$ cat config.mk
export PLATFORM = sky130hd
export DESIGN_NAME = power_mode_manager
export DESIGN_NICKNAME = d
export VERILOG_FILES = /design/src/include/pmm_pkg.sv /design/src/design/power_mode_manager.sv
export SDC_FILE = /design/constraint.sdc
export NUM_CORES = 1
export LEC_CHECK = 0
export ABC_AREA = 1
export BUFFER_PORTS_ARGS = -buffer_cell sky130_fd_sc_hd__buf_2
export CAP_MARGIN = 20
export CORE_ASPECT_RATIO = 0.9
export CORE_UTILIZATION = 48
export CTS_CLUSTER_SIZE = 28
export DETAILED_ROUTE_END_ITERATION = 8
export PLACE_DENSITY = 0.81
export SLEW_MARGIN = 20
export SYNTH_ARGS = -nofsm -noshare
export SYNTH_HDL_FRONTEND = slang
export SYNTH_SLANG_ARGS = --single-unit
$ cat constraint.sdc
create_clock -name mclk -period 2.1 [get_ports mclk]
set_input_delay 0.315 -clock mclk [delete_from_list [all_inputs] [get_ports mclk]]
set_output_delay 0.315 -clock mclk [all_outputs]
set_load 0.01 [all_outputs]
$ cat src/include/pmm_pkg.sv
package pmm_pkg;

  // ============================================================
  // register map (byte addresses, one word each)
  localparam logic [11:0] CTRL_ADDR = 12'h000;
  localparam logic [11:0] STAT_ADDR = 12'h004;
  localparam int ADDR_W = 12;

  // ============================================================
  // control register fields
  localparam int PSM_BIT = 0;
  localparam int IDLE_BIT = 1;
  localparam int HALT_BIT = 2;
  localparam int WBE_BIT = 3;
  localparam int DMC_BIT = 4;
  localparam int DHC_BIT = 5;
  localparam int HW_CTRL_MAIN_OSC_BIT = 6;
  localparam int HW_CTRL_PLL_BIT = 7;
  localparam logic [7:0] CTRL_RESET = 8'h00;

  // ============================================================
  // status register fields
  localparam int LOW_STABLE_BIT = 0;
  localparam int MAIN_STABLE_BIT = 1;
  localparam int PLL_STABLE_BIT = 2;

  // ============================================================
  // timing
  localparam int CLK_MHZ = 200;
  localparam int HALT_STOP_NS = 10;
  localparam int HALT_STOP_CYC =
    (HALT_STOP_NS * CLK_MHZ + 999) / 1000 < 1 ? 1 : (HALT_STOP_NS * CLK_MHZ + 999) / 1000;

  typedef enum logic [2:0] {
    ST_ACTIVE,
    ST_SAVE,
    ST_IDLE,
    ST_HALT_STOP,
    ST_HALT,
    ST_WAKE_MAIN,
    ST_WAKE_PLL
  } pmode_e;

  // clock source status bundle
  typedef struct packed {
    logic pll_stable;
    logic main_osc_stable;
    logic low_osc_stable;
  } clk_status_s;

  // clock gating outputs
  typedef struct packed {
    logic sys_clk_run;
    logic sys_clk_slow;
    logic main_osc_en;
    logic pll_en;
  } clk_ctrl_s;

  localparam clk_ctrl_s CLK_CTRL_RESET = 4'hB;

endpackage

$ cat src/design/power_mode_manager.sv
// Operation
// - POWER_SAVE_REQUEST write, no wait bit: switch now
// - with wait bit, POWER_SAVE_REQUEST waits for WAIT
// - deferred POWER_SAVE_REQUEST reads set at once
// - POWER_SAVE_REQUEST cleared by software or wake
// - IDLE entered at WAIT; wake clears it
// - Halt stops system clock, then oscillators
// - Halt exit: oscillator stable, then clear
// - deferred disables act after mode entry
// - MAIN_OSC_DISABLE gates oscillator only in Save/Idle
// - wake clears MAIN_OSC_DISABLE and PLL_DISABLE
// - PLL_DISABLE or power-down gates PLL
// - HW_CTRL_MAIN_OSC gates oscillator while link sleeps
// - HW_CTRL_PLL gates PLL while link sleeps
// - low oscillator unstable blocks low modes
// - main oscillator unstable blocks Active
// - PLL unstable blocks Active
// - status upper bits zero, low live
// - control register clears at reset
// - wake event latched until acknowledge
// - wake restores clocks, not execution
// - immediate Save keeps CPU on slow clock
// - wake sequence main, then PLL, Active
// - switch held until clock stable
// - disable bits override hardware control
//
// Our own choices: the APB interface to the registers and the register addresses.
module power_mode_manager
  import pmm_pkg::*;
(
  input wire logic mclk,
  input wire logic rst,
  input wire logic psel,
  input wire logic penable,
  input wire logic pwrite,
  input wire logic [ADDR_W-1:0] paddr,
  input wire logic [31:0] pwdata,
  input wire logic [3:0] pstrb,
  output logic [31:0] prdata,
  output logic pready,
  output logic pslverr,
  input wire logic wait_exec,
  input wire logic wake_event,
  input wire logic int_ack,
  input wire logic link_sleep,
  input wire logic pll_power_down,
  input wire clk_status_s clk_status,
  output clk_ctrl_s clk_ctrl,
  output logic wake_pending,
  output pmode_e mode
);

  // ============================================================
  // state
  logic [7:0] ctrl_reg;
  logic [7:0] ctrl_next;
  pmode_e mode_reg;
  pmode_e mode_next;
  logic [1:0] target_reg;
  logic [1:0] target_next;
  logic wake_reg;
  logic wait_seen_reg;
  logic [7:0] stop_cnt_reg;
  logic [31:0] prdata_reg;
  logic pready_reg;
  logic pslverr_reg;
  clk_ctrl_s clk_ctrl_reg;
  clk_ctrl_s clk_ctrl_next;

  localparam logic [1:0] TGT_NONE = 2'h0;
  localparam logic [1:0] TGT_SAVE = 2'h1;
  localparam logic [1:0] TGT_IDLE = 2'h2;
  localparam logic [1:0] TGT_HALT = 2'h3;

  logic setup;
  logic access_edge;
  logic wr_ctrl;
  logic rd_hit;
  logic in_low;
  logic wake_now;

  function automatic logic addr_known(input logic [ADDR_W-1:0] a);
    addr_known = (a == CTRL_ADDR) || (a == STAT_ADDR);
  endfunction

  function automatic logic [31:0] status_word(input clk_status_s s);
    status_word = {29'h0000_0000, s.pll_stable, s.main_osc_stable, s.low_osc_stable};
  endfunction

  assign setup = psel && !penable;
  // writes land on the edge at which the master samples pready
  assign access_edge = psel && penable && pready_reg;
  assign wr_ctrl = access_edge && pwrite && paddr == CTRL_ADDR && pstrb[0];
  assign rd_hit = addr_known(paddr);
  assign in_low = mode_reg == ST_SAVE || mode_reg == ST_IDLE;
  assign wake_now = wake_reg || wake_event;

  // ============================================================
  // wake latch
  always_ff @(posedge mclk or posedge rst)
  begin
    if (rst)
      wake_reg <= 1'b0;
    // set wins over acknowledge
    else if (wake_event)
      wake_reg <= 1'b1;
    else if (int_ack)
      wake_reg <= 1'b0;
  end

  // ============================================================
  // mode and control register next values
  always_comb
  begin
    ctrl_next = ctrl_reg;
    mode_next = mode_reg;
    target_next = target_reg;
    if (wr_ctrl)
    begin
      ctrl_next = pwdata[7:0];
      // POWER_SAVE_REQUEST reads live state unless a deferred request
      ctrl_next[PSM_BIT] = ctrl_reg[PSM_BIT];
      if (pwdata[PSM_BIT] && !ctrl_reg[PSM_BIT])
      begin
        if (pwdata[WBE_BIT])
        begin
          ctrl_next[PSM_BIT] = 1'b1;
          target_next = TGT_SAVE;
        end
        else if (mode_reg == ST_ACTIVE)
          target_next = TGT_SAVE;
      end
      else if (!pwdata[PSM_BIT] && ctrl_reg[PSM_BIT])
      begin
        if (mode_reg == ST_SAVE)
        begin
          ctrl_next[PSM_BIT] = 1'b1;
          mode_next = ST_WAKE_MAIN;
        end
        else
        begin
          ctrl_next[PSM_BIT] = 1'b0;
          target_next = TGT_NONE;
        end
      end
      if (pwdata[WBE_BIT] && (mode_reg == ST_ACTIVE || mode_reg == ST_SAVE))
      begin
        if (pwdata[HALT_BIT])
          target_next = TGT_HALT;
        else if (pwdata[IDLE_BIT])
          target_next = TGT_IDLE;
      end
    end
    case (mode_reg)
      ST_ACTIVE, ST_SAVE:
      begin
        // immediate Save taken without WAIT; CPU stays on slow clock
        if (mode_reg == ST_ACTIVE && target_next == TGT_SAVE && !ctrl_next[WBE_BIT]
            && clk_status.low_osc_stable)
        begin
          mode_next = ST_SAVE;
          ctrl_next[PSM_BIT] = 1'b1;
          target_next = TGT_NONE;
        end
        else if ((wait_exec || wait_seen_reg) && target_reg != TGT_NONE && ctrl_reg[WBE_BIT]
                 && clk_status.low_osc_stable)
        begin
          target_next = TGT_NONE;
          if (target_reg == TGT_HALT)
            mode_next = ST_HALT_STOP;
          else if (target_reg == TGT_IDLE)
            mode_next = ST_IDLE;
          else
            mode_next = ST_SAVE;
        end
        if (wake_now && in_low)
          mode_next = ST_WAKE_MAIN;
      end
      ST_IDLE:
        if (wake_now)
          mode_next = ST_WAKE_MAIN;
      // short gap between system clock stop and oscillator stop
      ST_HALT_STOP:
        if (stop_cnt_reg >= 8'(HALT_STOP_CYC))
          mode_next = ST_HALT;
      ST_HALT:
        if (wake_now)
          mode_next = ST_WAKE_MAIN;
      ST_WAKE_MAIN:
      begin
        if (wake_now)
          ctrl_next[DMC_BIT] = 1'b0;
        // a software exit waits here until the disable bit is cleared
        if (!ctrl_next[DMC_BIT] && clk_status.main_osc_stable)
          mode_next = ST_WAKE_PLL;
      end
      ST_WAKE_PLL:
      begin
        if (wake_now)
          ctrl_next[DHC_BIT] = 1'b0;
        if (clk_status.pll_stable && clk_status.main_osc_stable)
        begin
          mode_next = ST_ACTIVE;
          ctrl_next[PSM_BIT] = 1'b0;
          ctrl_next[IDLE_BIT] = 1'b0;
          ctrl_next[HALT_BIT] = 1'b0;
          ctrl_next[HW_CTRL_MAIN_OSC_BIT] = 1'b0;
          ctrl_next[HW_CTRL_PLL_BIT] = 1'b0;
          target_next = TGT_NONE;
        end
      end
      default:
        mode_next = ST_ACTIVE;
    endcase
  end

  // ============================================================
  // register updates, one block per concern
  always_ff @(posedge mclk or posedge rst)
  begin
    if (rst)
      ctrl_reg <= CTRL_RESET;
    else
      ctrl_reg <= ctrl_next;
  end

  always_ff @(posedge mclk or posedge rst)
  begin
    if (rst)
      mode_reg <= ST_ACTIVE;
    else
      mode_reg <= mode_next;
  end

  always_ff @(posedge mclk or posedge rst)
  begin
    if (rst)
      target_reg <= TGT_NONE;
    else
      target_reg <= target_next;
  end

  // ============================================================
  // a WAIT taken while the slow clock is unstable stays armed
  always_ff @(posedge mclk or posedge rst)
  begin
    if (rst)
      wait_seen_reg <= 1'b0;
    else if (target_next == TGT_NONE || mode_next != mode_reg)
      wait_seen_reg <= 1'b0;
    else if (wait_exec && target_reg != TGT_NONE && ctrl_reg[WBE_BIT])
      wait_seen_reg <= 1'b1;
  end

  always_ff @(posedge mclk or posedge rst)
  begin
    if (rst)
      stop_cnt_reg <= 8'h00;
    else if (mode_reg == ST_HALT_STOP)
      stop_cnt_reg <= stop_cnt_reg + 8'h01;
    else
      stop_cnt_reg <= 8'h00;
  end

  // ============================================================
  // clock gating
  always_comb
  begin
    clk_ctrl_next.sys_clk_run = 1'b1;
    clk_ctrl_next.sys_clk_slow = 1'b0;
    clk_ctrl_next.main_osc_en = 1'b1;
    clk_ctrl_next.pll_en = !pll_power_down;
    case (mode_next)
      ST_SAVE, ST_IDLE:
      begin
        clk_ctrl_next.sys_clk_run = mode_next == ST_SAVE;
        clk_ctrl_next.sys_clk_slow = 1'b1;
        // disable bits win over link control; applied only once in mode
        if (ctrl_next[DMC_BIT])
          clk_ctrl_next.main_osc_en = 1'b0;
        else if (ctrl_next[HW_CTRL_MAIN_OSC_BIT] && link_sleep)
          clk_ctrl_next.main_osc_en = 1'b0;
        if (ctrl_next[DHC_BIT] || pll_power_down)
          clk_ctrl_next.pll_en = 1'b0;
        else if (ctrl_next[HW_CTRL_PLL_BIT] && link_sleep)
          clk_ctrl_next.pll_en = 1'b0;
      end
      ST_HALT_STOP:
        clk_ctrl_next.sys_clk_run = 1'b0;
      // halt: everything off whatever the disable bits hold
      ST_HALT:
      begin
        clk_ctrl_next.sys_clk_run = 1'b0;
        clk_ctrl_next.main_osc_en = 1'b0;
        clk_ctrl_next.pll_en = 1'b0;
      end
      ST_WAKE_MAIN:
      begin
        clk_ctrl_next.sys_clk_run = 1'b0;
        clk_ctrl_next.pll_en = 1'b0;
      end
      ST_WAKE_PLL:
        clk_ctrl_next.sys_clk_run = 1'b0;
      default:
        clk_ctrl_next.sys_clk_run = 1'b1;
    endcase
  end

  always_ff @(posedge mclk or posedge rst)
  begin
    if (rst)
      clk_ctrl_reg <= CLK_CTRL_RESET;
    else
      clk_ctrl_reg <= clk_ctrl_next;
  end

  // ============================================================
  // apb slave, no wait states
  always_ff @(posedge mclk or posedge rst)
  begin
    if (rst)
    begin
      pready_reg <= 1'b0;
      pslverr_reg <= 1'b0;
      prdata_reg <= 32'h0000_0000;
    end
    else
    begin
      pready_reg <= setup;
      pslverr_reg <= setup && !rd_hit;
      // read data captured at setup, stands through the access cycle
      if (setup && !pwrite && paddr == CTRL_ADDR)
        prdata_reg <= {24'h00_0000, ctrl_reg};
      else if (setup && !pwrite && paddr == STAT_ADDR)
        prdata_reg <= status_word(clk_status);
      else
        prdata_reg <= 32'h0000_0000;
    end
  end

  assign prdata = prdata_reg;
  assign pready = pready_reg;
  assign pslverr = pslverr_reg;
  assign clk_ctrl = clk_ctrl_reg;
  assign wake_pending = wake_reg;
  assign mode = mode_reg;

endmodule

==> results.md, run 1 <==
- Die area: 5180 um2
- Cts hold-fix bufs: 0
- Initial antenna violation count: 0
- Max Cap Violations: 0
- Total number of vias: 2152
- H-tree depth: 2
- I/O pin count: 103
- Root Buffer: clkbuf_8
- Ys Warns: 0
- Width of the die: 75.7 um
- DR iter-0 viols: 127
- Critical path launch point type: flop
- Final hold violation count: 0
- P_int: 1.41 mW
- Clock group share of total power: 20.0%
- Leak pwr: 1.48 nW
- Worst-Margin Slew: 660 ps
- Slew headroom: 55.9%
- Post-Syn Instances: 313
- Area share of the leading cell type in the synthesized netlist: 36.2%
- Post-synthesis sequential area ratio: 39.6%
- RSZ-0062 raised after global routing: no
- Die height: 68.4 um
- Outcome: finished, final reports clean
- WL per Instance: 11.4 um
- Most frequent cells in the layout: 58 x nand2_1, 51 x buf_2, 42 x inv_1
- Routed Antenna Nets: 0
- First-pass GRT wire length: 8230 um
- Synth top area cells: dfrtp_1 36%, nand2_1 9.3%, buf_4 7.7%, inv_1 6.7%, nor2_1 6.1%
- Filler cells: 423
- GR Overflow Total: 0
- Slew Viols, Final: 0
- Final nets: 437
- Gr usage total: 21.6%
- Largest net degree at the start of global routing: 22
- IO buf count: 51
- Num CTS Buffers: 5
- Unique cell type count in the Yosys netlist: 31
- Ant diodes: 0
- Worst R2R Setup Slack: 200 ps
- Netlist Area Pre-Place: 2350 um2
- Flop pwr share: 38.6%
- Clock period minus worst slack: 1900 ps
- Leading area contributor after synthesis: dfrtp_1
- Critical Path RT: 2320 ps
- Multi-input logic area: 1130 um2
- FF-to-FF Start: mode[2]
- Sw frac: 40.9%
- Drt first pass iters: 4
- Register Area: 932 um2
- Combinational fraction of design power: 41.4%
- Power Dens Cells: 877 nW/um2
- #FFs+latches synth: 37
- Average cell area after synthesis: 7.50 um2
- Fin Clk Skew: 5.94 ps
- Maximum fanout along the worst path: 6
- Fin cells: 437
- Setup violators final: 0
- Clk_lat worst skew: 290 ps
- CP endpoint kind: flop
- Met3 usage: 4.27%
- Total core area: 4580 um2
- Initial core utilization: 51.3%
- Net switching power: 974 uW
- CTS tree: done
- Post-Route WL: 4980 um
- Peak VDD IR: 0.411 mV
- Syn-to-layout area delta: 15.7%
- Max clock buf depth: 2
- Reg2Reg Depth: 16
- DR vias/cell: 4.92
- Worst reg2reg path endpoint: clk_ctrl[1]
- Gp weighted congestion: 0.830
- DP Cell Count: 428
- WS Path Type: reg2reg
- M2 GR Usage: 36.8%
- CP Data Arrival Time: 2120 ps
- Worst-path clk slew: 70 ps
- Met1 usage: 27.2%
- Row count: 23
- Max Clk Rate: 526 MHz
- Clk sinks: 37
- Vias in the first global route: 1909
- Most common cell after layout, fill and taps aside: nand2_1
- Final setup TNS: 0 ps
- Final Cycle Share: 90.6%
- Worst Hold Class: in2async
- Layout cells sized above 1: 28.8%
- Most Used Layer, Global Route: met2
- DR DRC count: 0
- Post-DP HPWL: 3990 um
==> metal layers <==
metal | vias up | share of wire (%) | wire, um
met3 | 10 | 7.4 | 366
met1 | 982 | 43 | 2160
met4 | 0 | 1.7 | 84
li1 | 1066 | - | -
met5 | - | 0 | 0
met2 | 94 | 48 | 2370
==> synth_stat cells <==
master     n
a21oi_1   14
o221ai_1   1
o32ai_1    1
nand2_2    7
nor2_2     6
nor2_4     4
nor3_1     8
a31o_2     1
nand3_4    1
clkinv_2   2
o21ai_1    4
nor2_1    38
dfstp_2    3
buf_4     24
nand4_1    8
inv_2      7
o21ai_0   11
ha_1       2
nor3_2     2
conb_1     1
a31oi_1    2
nand3_2    5
dfrtp_1   34
nand2_1   58
nor4_1     2
inv_1     42
buf_6      1
nand3_1   19
nor3b_1    1
o211ai_1   1
nand2_4    3
==> power groups by stage <==
stage / Combinational [mW] / Sequential [mW] / Clock, mW
global route: 1.13 / 0.934 / 0.527
detailed placement: 0.957 / 0.930 / 0
finish: 0.987 / 0.921 / 0.476
CTS: 0.960 / 0.916 / 0.489
global placement: 0.925 / 0.925 / 0
floorplan: 0.722 / 0.947 / 0
==> worst max path at each step <==
stage                    from            end  cells past startpoint
CTS                   mode[1]  wait_seen_reg                     14
detailed placement  paddr[11]    clk_ctrl[1]                     15
global placement    paddr[11]    clk_ctrl[1]                     15
finish                mode[2]    clk_ctrl[1]                     16
global route          mode[2]    clk_ctrl[1]                     16
floorplan             mode[2]    clk_ctrl[1]                     16
==> cell families (layout without fill, tap and decap cells) <==
group / after synthesis / after routing / share of synthesized area, %
buf+inv: 76 / 115 / 16.4
flops: 37 / 37 / 39.6
other cells: 1 / 24 / 0.160
fa+ha+maj: 2 / 2 / 1.07
simple gates: 162 / 162 / 34.6
compound gates: 35 / 35 / 8.15
==> final cells by class <==
class | count | share of cell area (%)
inverter | 51 | 7.14
timing repair buffer | 56 | 11.2
clock inverter | 2 | 0.368
multi-input combinational | 223 | 41.4
sequential | 37 | 34.3
tap | 62 | 2.85
clock buffer | 6 | 2.67
==> through the flow <==
stage / setup slack, ps / instance area, um2 / util (%) / total power [mW] / hold slack [ps]
3_5_place_dp: 71.0 / 2620 / 57.2 / 1.89 / 449
6_report: 198 / 2720 / 59.4 / 2.38 / 109
3_3_place_gp: 166 / 2620 / 57.2 / 1.85 / 442
5_1_grt: 5.50 / 2720 / 59.4 / 2.59 / 177
4_1_cts: 186 / 2700 / 59.0 / 2.37 / 132
2_1_floorplan: 391 / 2430 / - / 1.67 / 391
==> repair_timing <==
item / in CTS / in global routing
resized for setup: 0 / 4
buffers inserted: 0 / 1
endpoints found under the setup margin: 0 / 4
==> critical path: stages (launching register included) <==
cell and delay (ps):
dfrtp_2 470, nor2_4 200, nand2_2 70, nand2_1 60, nand2_1 80, nand2_1 80
nand2_1 50, nand2_1 80, nand2_2 60, nor2_2 120, nand2_4 110, nand2_4 100
nand2_4 60, nand2_2 70, nand3_2 90, nor2_2 100, nor2_2 40
(Power assumes the default switching activity.)
==> run 2, diff against run 1 <==
ABC_AREA = default   (was 1)
CORE_UTILIZATION = 47   (was 48)
PLACE_DENSITY = 0.8   (was 0.81)
==> results.md, run 2 <==
- I/O pin count: 103 (unchanged)
- Critical path launch point type: flop
- Prevailing post-synth register cell: dfrtp_1
- Gp weighted congestion: 0.911 (+9.8%)
- Worst Hold Class: in2async
- Clk sinks: 37 (unchanged)
- Asr flop ratio synth: 100% (unchanged)
- Syn-to-layout area delta: 27.4%
- Final nets: 379 (-13%)
- Flop pwr share: 34.4% (-4.2 points)
- Power Dens Cells: 864 nW/um2 (-1.6%)
- CP Data Arrival Time: 2260 ps (+140 ps)
- DR vias/cell: 5.28 (+7.2%)
- Clock group share of total power: 25.7% (+5.7 points)
- Leading area contributor after synthesis: dfrtp_1
- Row count: 23 (unchanged)
- RSZ-0062 raised after global routing: yes
- Routed Antenna Nets: 0 (unchanged)
- Total number of vias: 2000 (-7.1%)
- Width of the die: 74.9 um (-1.1%)
- DR iter-0 viols: 106 (-17%)
- Leak pwr: 1.47 nW (-0.47%)
- Post-DP HPWL: 3930 um (-1.3%)
- Initial antenna violation count: 0 (unchanged)
- Total core area: 4520 um2 (-1.3%)
- Fin Clk Skew: 9.05 ps (+3.11 ps)
- Slew headroom: 66.5% (+11 points)
- Combinational fraction of design power: 40.0% (-1.4 points)
- Number of buffer and inverter stages on the critical path: 0 (unchanged)
- Clock period minus worst slack: 2070 ps (+167 ps)
- Netlist Area Pre-Place: 2250 um2 (-4.3%)
- Slew Viols, Final: 0 (unchanged)
- Count leader, synth: dfrtp_1
- Vias in the first global route: 1803 (-5.6%)
- Max stage delay on crit path: 420 ps (-50 ps)
- First-pass GRT wire length: 8430 um (+2.4%)
- DP Cell Count: 365 (-15%)
- Synth top area cells: dfrtp_1 38%, buf_4 8.0%, nor2_1 3.8%, dfstp_2 3.5%, mux2i_1 2.7%
- Post-synthesis sequential area ratio: 41.3% (+1.8 points)
- Die area: 5060 um2 (-2.2%)
- Die height: 67.6 um (-1.1%)
- Largest net degree at the start of global routing: 38 (+73%)
- Final hold violation count: 0 (unchanged)
- CP endpoint kind: flop
- Ys Warns: 0 (unchanged)
- CTS tree: done
- Most frequent cells in the layout: 51 x buf_2, 33 x buf_4, 32 x dfrtp_1
- GR Overflow Total: 0 (unchanged)
- IO buf count: 51 (unchanged)
- Post-synth EDFFs: 0 (unchanged)
- Peak VDD IR: 0.776 mV (+89%)
- DR DRC count: 0 (unchanged)
- CP Cell Sequence: o211a_1 > a21boi_0 > a221oi_1 > or3_4 > a31o_4 > xnor2_1 > and4_1
- Gr usage total: 22.8% (+1.3 points)
- Worst-Margin Slew: 499 ps (-161 ps)
- Layout cells sized above 1: 39.4% (+11 points)
- Clk_lat worst skew: 300 ps (about the same)
- Initial core utilization: 49.8% (-1.6 points)
- Post-Syn Instances: 231 (-26%)
- Worst-path clk slew: 80 ps (about the same)
- Max Cap Violations: 0 (unchanged)
- Setup violators final: 0 (unchanged)
- P_int: 1.62 mW (+15%)
- Net switching power: 850 uW (-13%)
- Outcome: finished, final reports clean
- H-tree depth: 2 (unchanged)
- Area share of the leading cell type in the synthesized netlist: 37.8% (+1.6 points)
- CP max stage cell: or3_4
- WL per Instance: 14.3 um (+26%)
- Num CTS Buffers: 5 (unchanged)
- Drt first pass iters: 5 (+1)
- Max Clk Rate: 483 MHz (-8.1%)
- WS Path Type: reg2reg
- Critical Path RT: 2290 ps (-30 ps)
- Post-Route WL: 5420 um (+8.9%)
- Ant diodes: 0 (unchanged)
- Total power: 2.47 mW (+3.7%)
- Sw frac: 34.4% (-6.5 points)
- Unique cell type count in the Yosys netlist: 63 (+100%)
- Max clock buf depth: 2 (unchanged)
- Root Buffer: clkbuf_8
- #FFs+latches synth: 37 (unchanged)
- Maximum fanout along the worst path: 3 (-3)
- Kind of cell adding the most delay to the critical path: compound AO/OA/AOI/OAI gates
- Most common cell after layout, fill and taps aside: buf_2
- Synth top cells by count: 34 x dfrtp_1, 24 x buf_4, 23 x nor2_1
- Fin cells: 379 (-13%)
- Final Cycle Share: 98.5% (+7.9 points)
- Average cell area after synthesis: 9.73 um2 (+30%)
## run 2: cell count changes after synthesis, moves of 6 or more
cell / previous run / this run
nand2_2: 7 / 1
nand4_1: 8 / 1
and2_1: 0 / 6
mux2i_1: 0 / 6
inv_2: 7 / 0
o21ai_0: 11 / 3
inv_1: 42 / 8
nand2_1: 58 / 13
nand3_1: 19 / 9
and3_1: 0 / 6
nor2_1: 38 / 23
nor2_2: 6 / 0
## run 2: cell type report
type | count | area [um2]
clock buffer | 5 | 68.8
clock inverter | 3 | 46.3
fill | 401 | 1650
inverter | 8 | 30.0
multi-input combinational | 179 | 1200
sequential | 37 | 932
tap | 62 | 77.6
timing repair buffer | 85 | 508
## run 2: worst paths after layout
kind | start | endpoint | slack [ps] | cells past startpoint
max in group asynchronous | rst | mode[1] | 1610 | 3
min in group mclk | pll_power_down | clk_ctrl[0] | 130 | 2
worst min-delay path | rst | prdata[5] | 120 | 3
worst max-delay path | wait_seen_reg | wait_seen_reg | 30 | 7
worst min register to register | ctrl_reg[6] | prdata[6] | 480 | 1
worst max register to register | wait_seen_reg | wait_seen_reg | 30 | 7
## run 2: kinds of logic (layout without fill, tap and decap cells)
kind of cell	count (synthesis)	count (layout)	share of synthesized area (%)
and+or+nand+nor	91	91	22.9
muxes	6	6	2.67
DFF	37	37	41.3
AOI/OAI and AO/OA	49	49	18.0
xor gates and xnor gates	7	7	2.73
other	1	24	0.167
adders and majority gates	2	2	1.11
buffers and inverters	38	101	11.1
## run 2: worst min-delay path, delay by kind of cell
family | cells | cell delay, ps
buffers and inverters | 3 | 540
## run 2: power by group through the flow
| stage | Sequential, mW | Combinational [mW] | Clock [mW] |
|---|---|---|---|
| finish | 0.851 | 0.988 | 0.634 |
| global route | 0.860 | 1.07 | 0.672 |
| CTS | 0.849 | 0.896 | 0.636 |
| detailed placement | 0.858 | 0.885 | 0 |
| global placement | 0.860 | 0.877 | 0 |
| floorplan | 0.865 | 0.586 | 0 |
## run 2: repair_timing
| item | 4_1_cts | 5_1_grt |
|---|---|---|
| hold buffers | 0 | 0 |
| buffers inserted | 0 | 6 |
| pin swaps | 0 | 4 |
| setup endpoints to repair | 2 | 8 |
| resized for setup | 2 | 11 |
## run 2: through the flow
step	utilization [%]	setup TNS [ps]	hold WS (ps)	area, um2	setup slack [ps]
after floorplan	-	0	340	2330	82.7
after global placement	58.8	-125	440	2660	-39.3
after detailed placement	58.8	-428	441	2660	-95.2
after CTS	61.5	0	130	2780	20.0
after global routing	63.4	-98.4	128	2860	-38.7
final	63.4	0	120	2860	30.9
## run 2: routing by layer
| layer | track usage, % | wire length (um) |
|---|---|---|
| met1 | 29.0 | 2290 |
| met2 | 37.3 | 2630 |
| met3 | 5.52 | 404 |
| met4 | 9.20 | 92 |
| met5 | 0 | 0 |
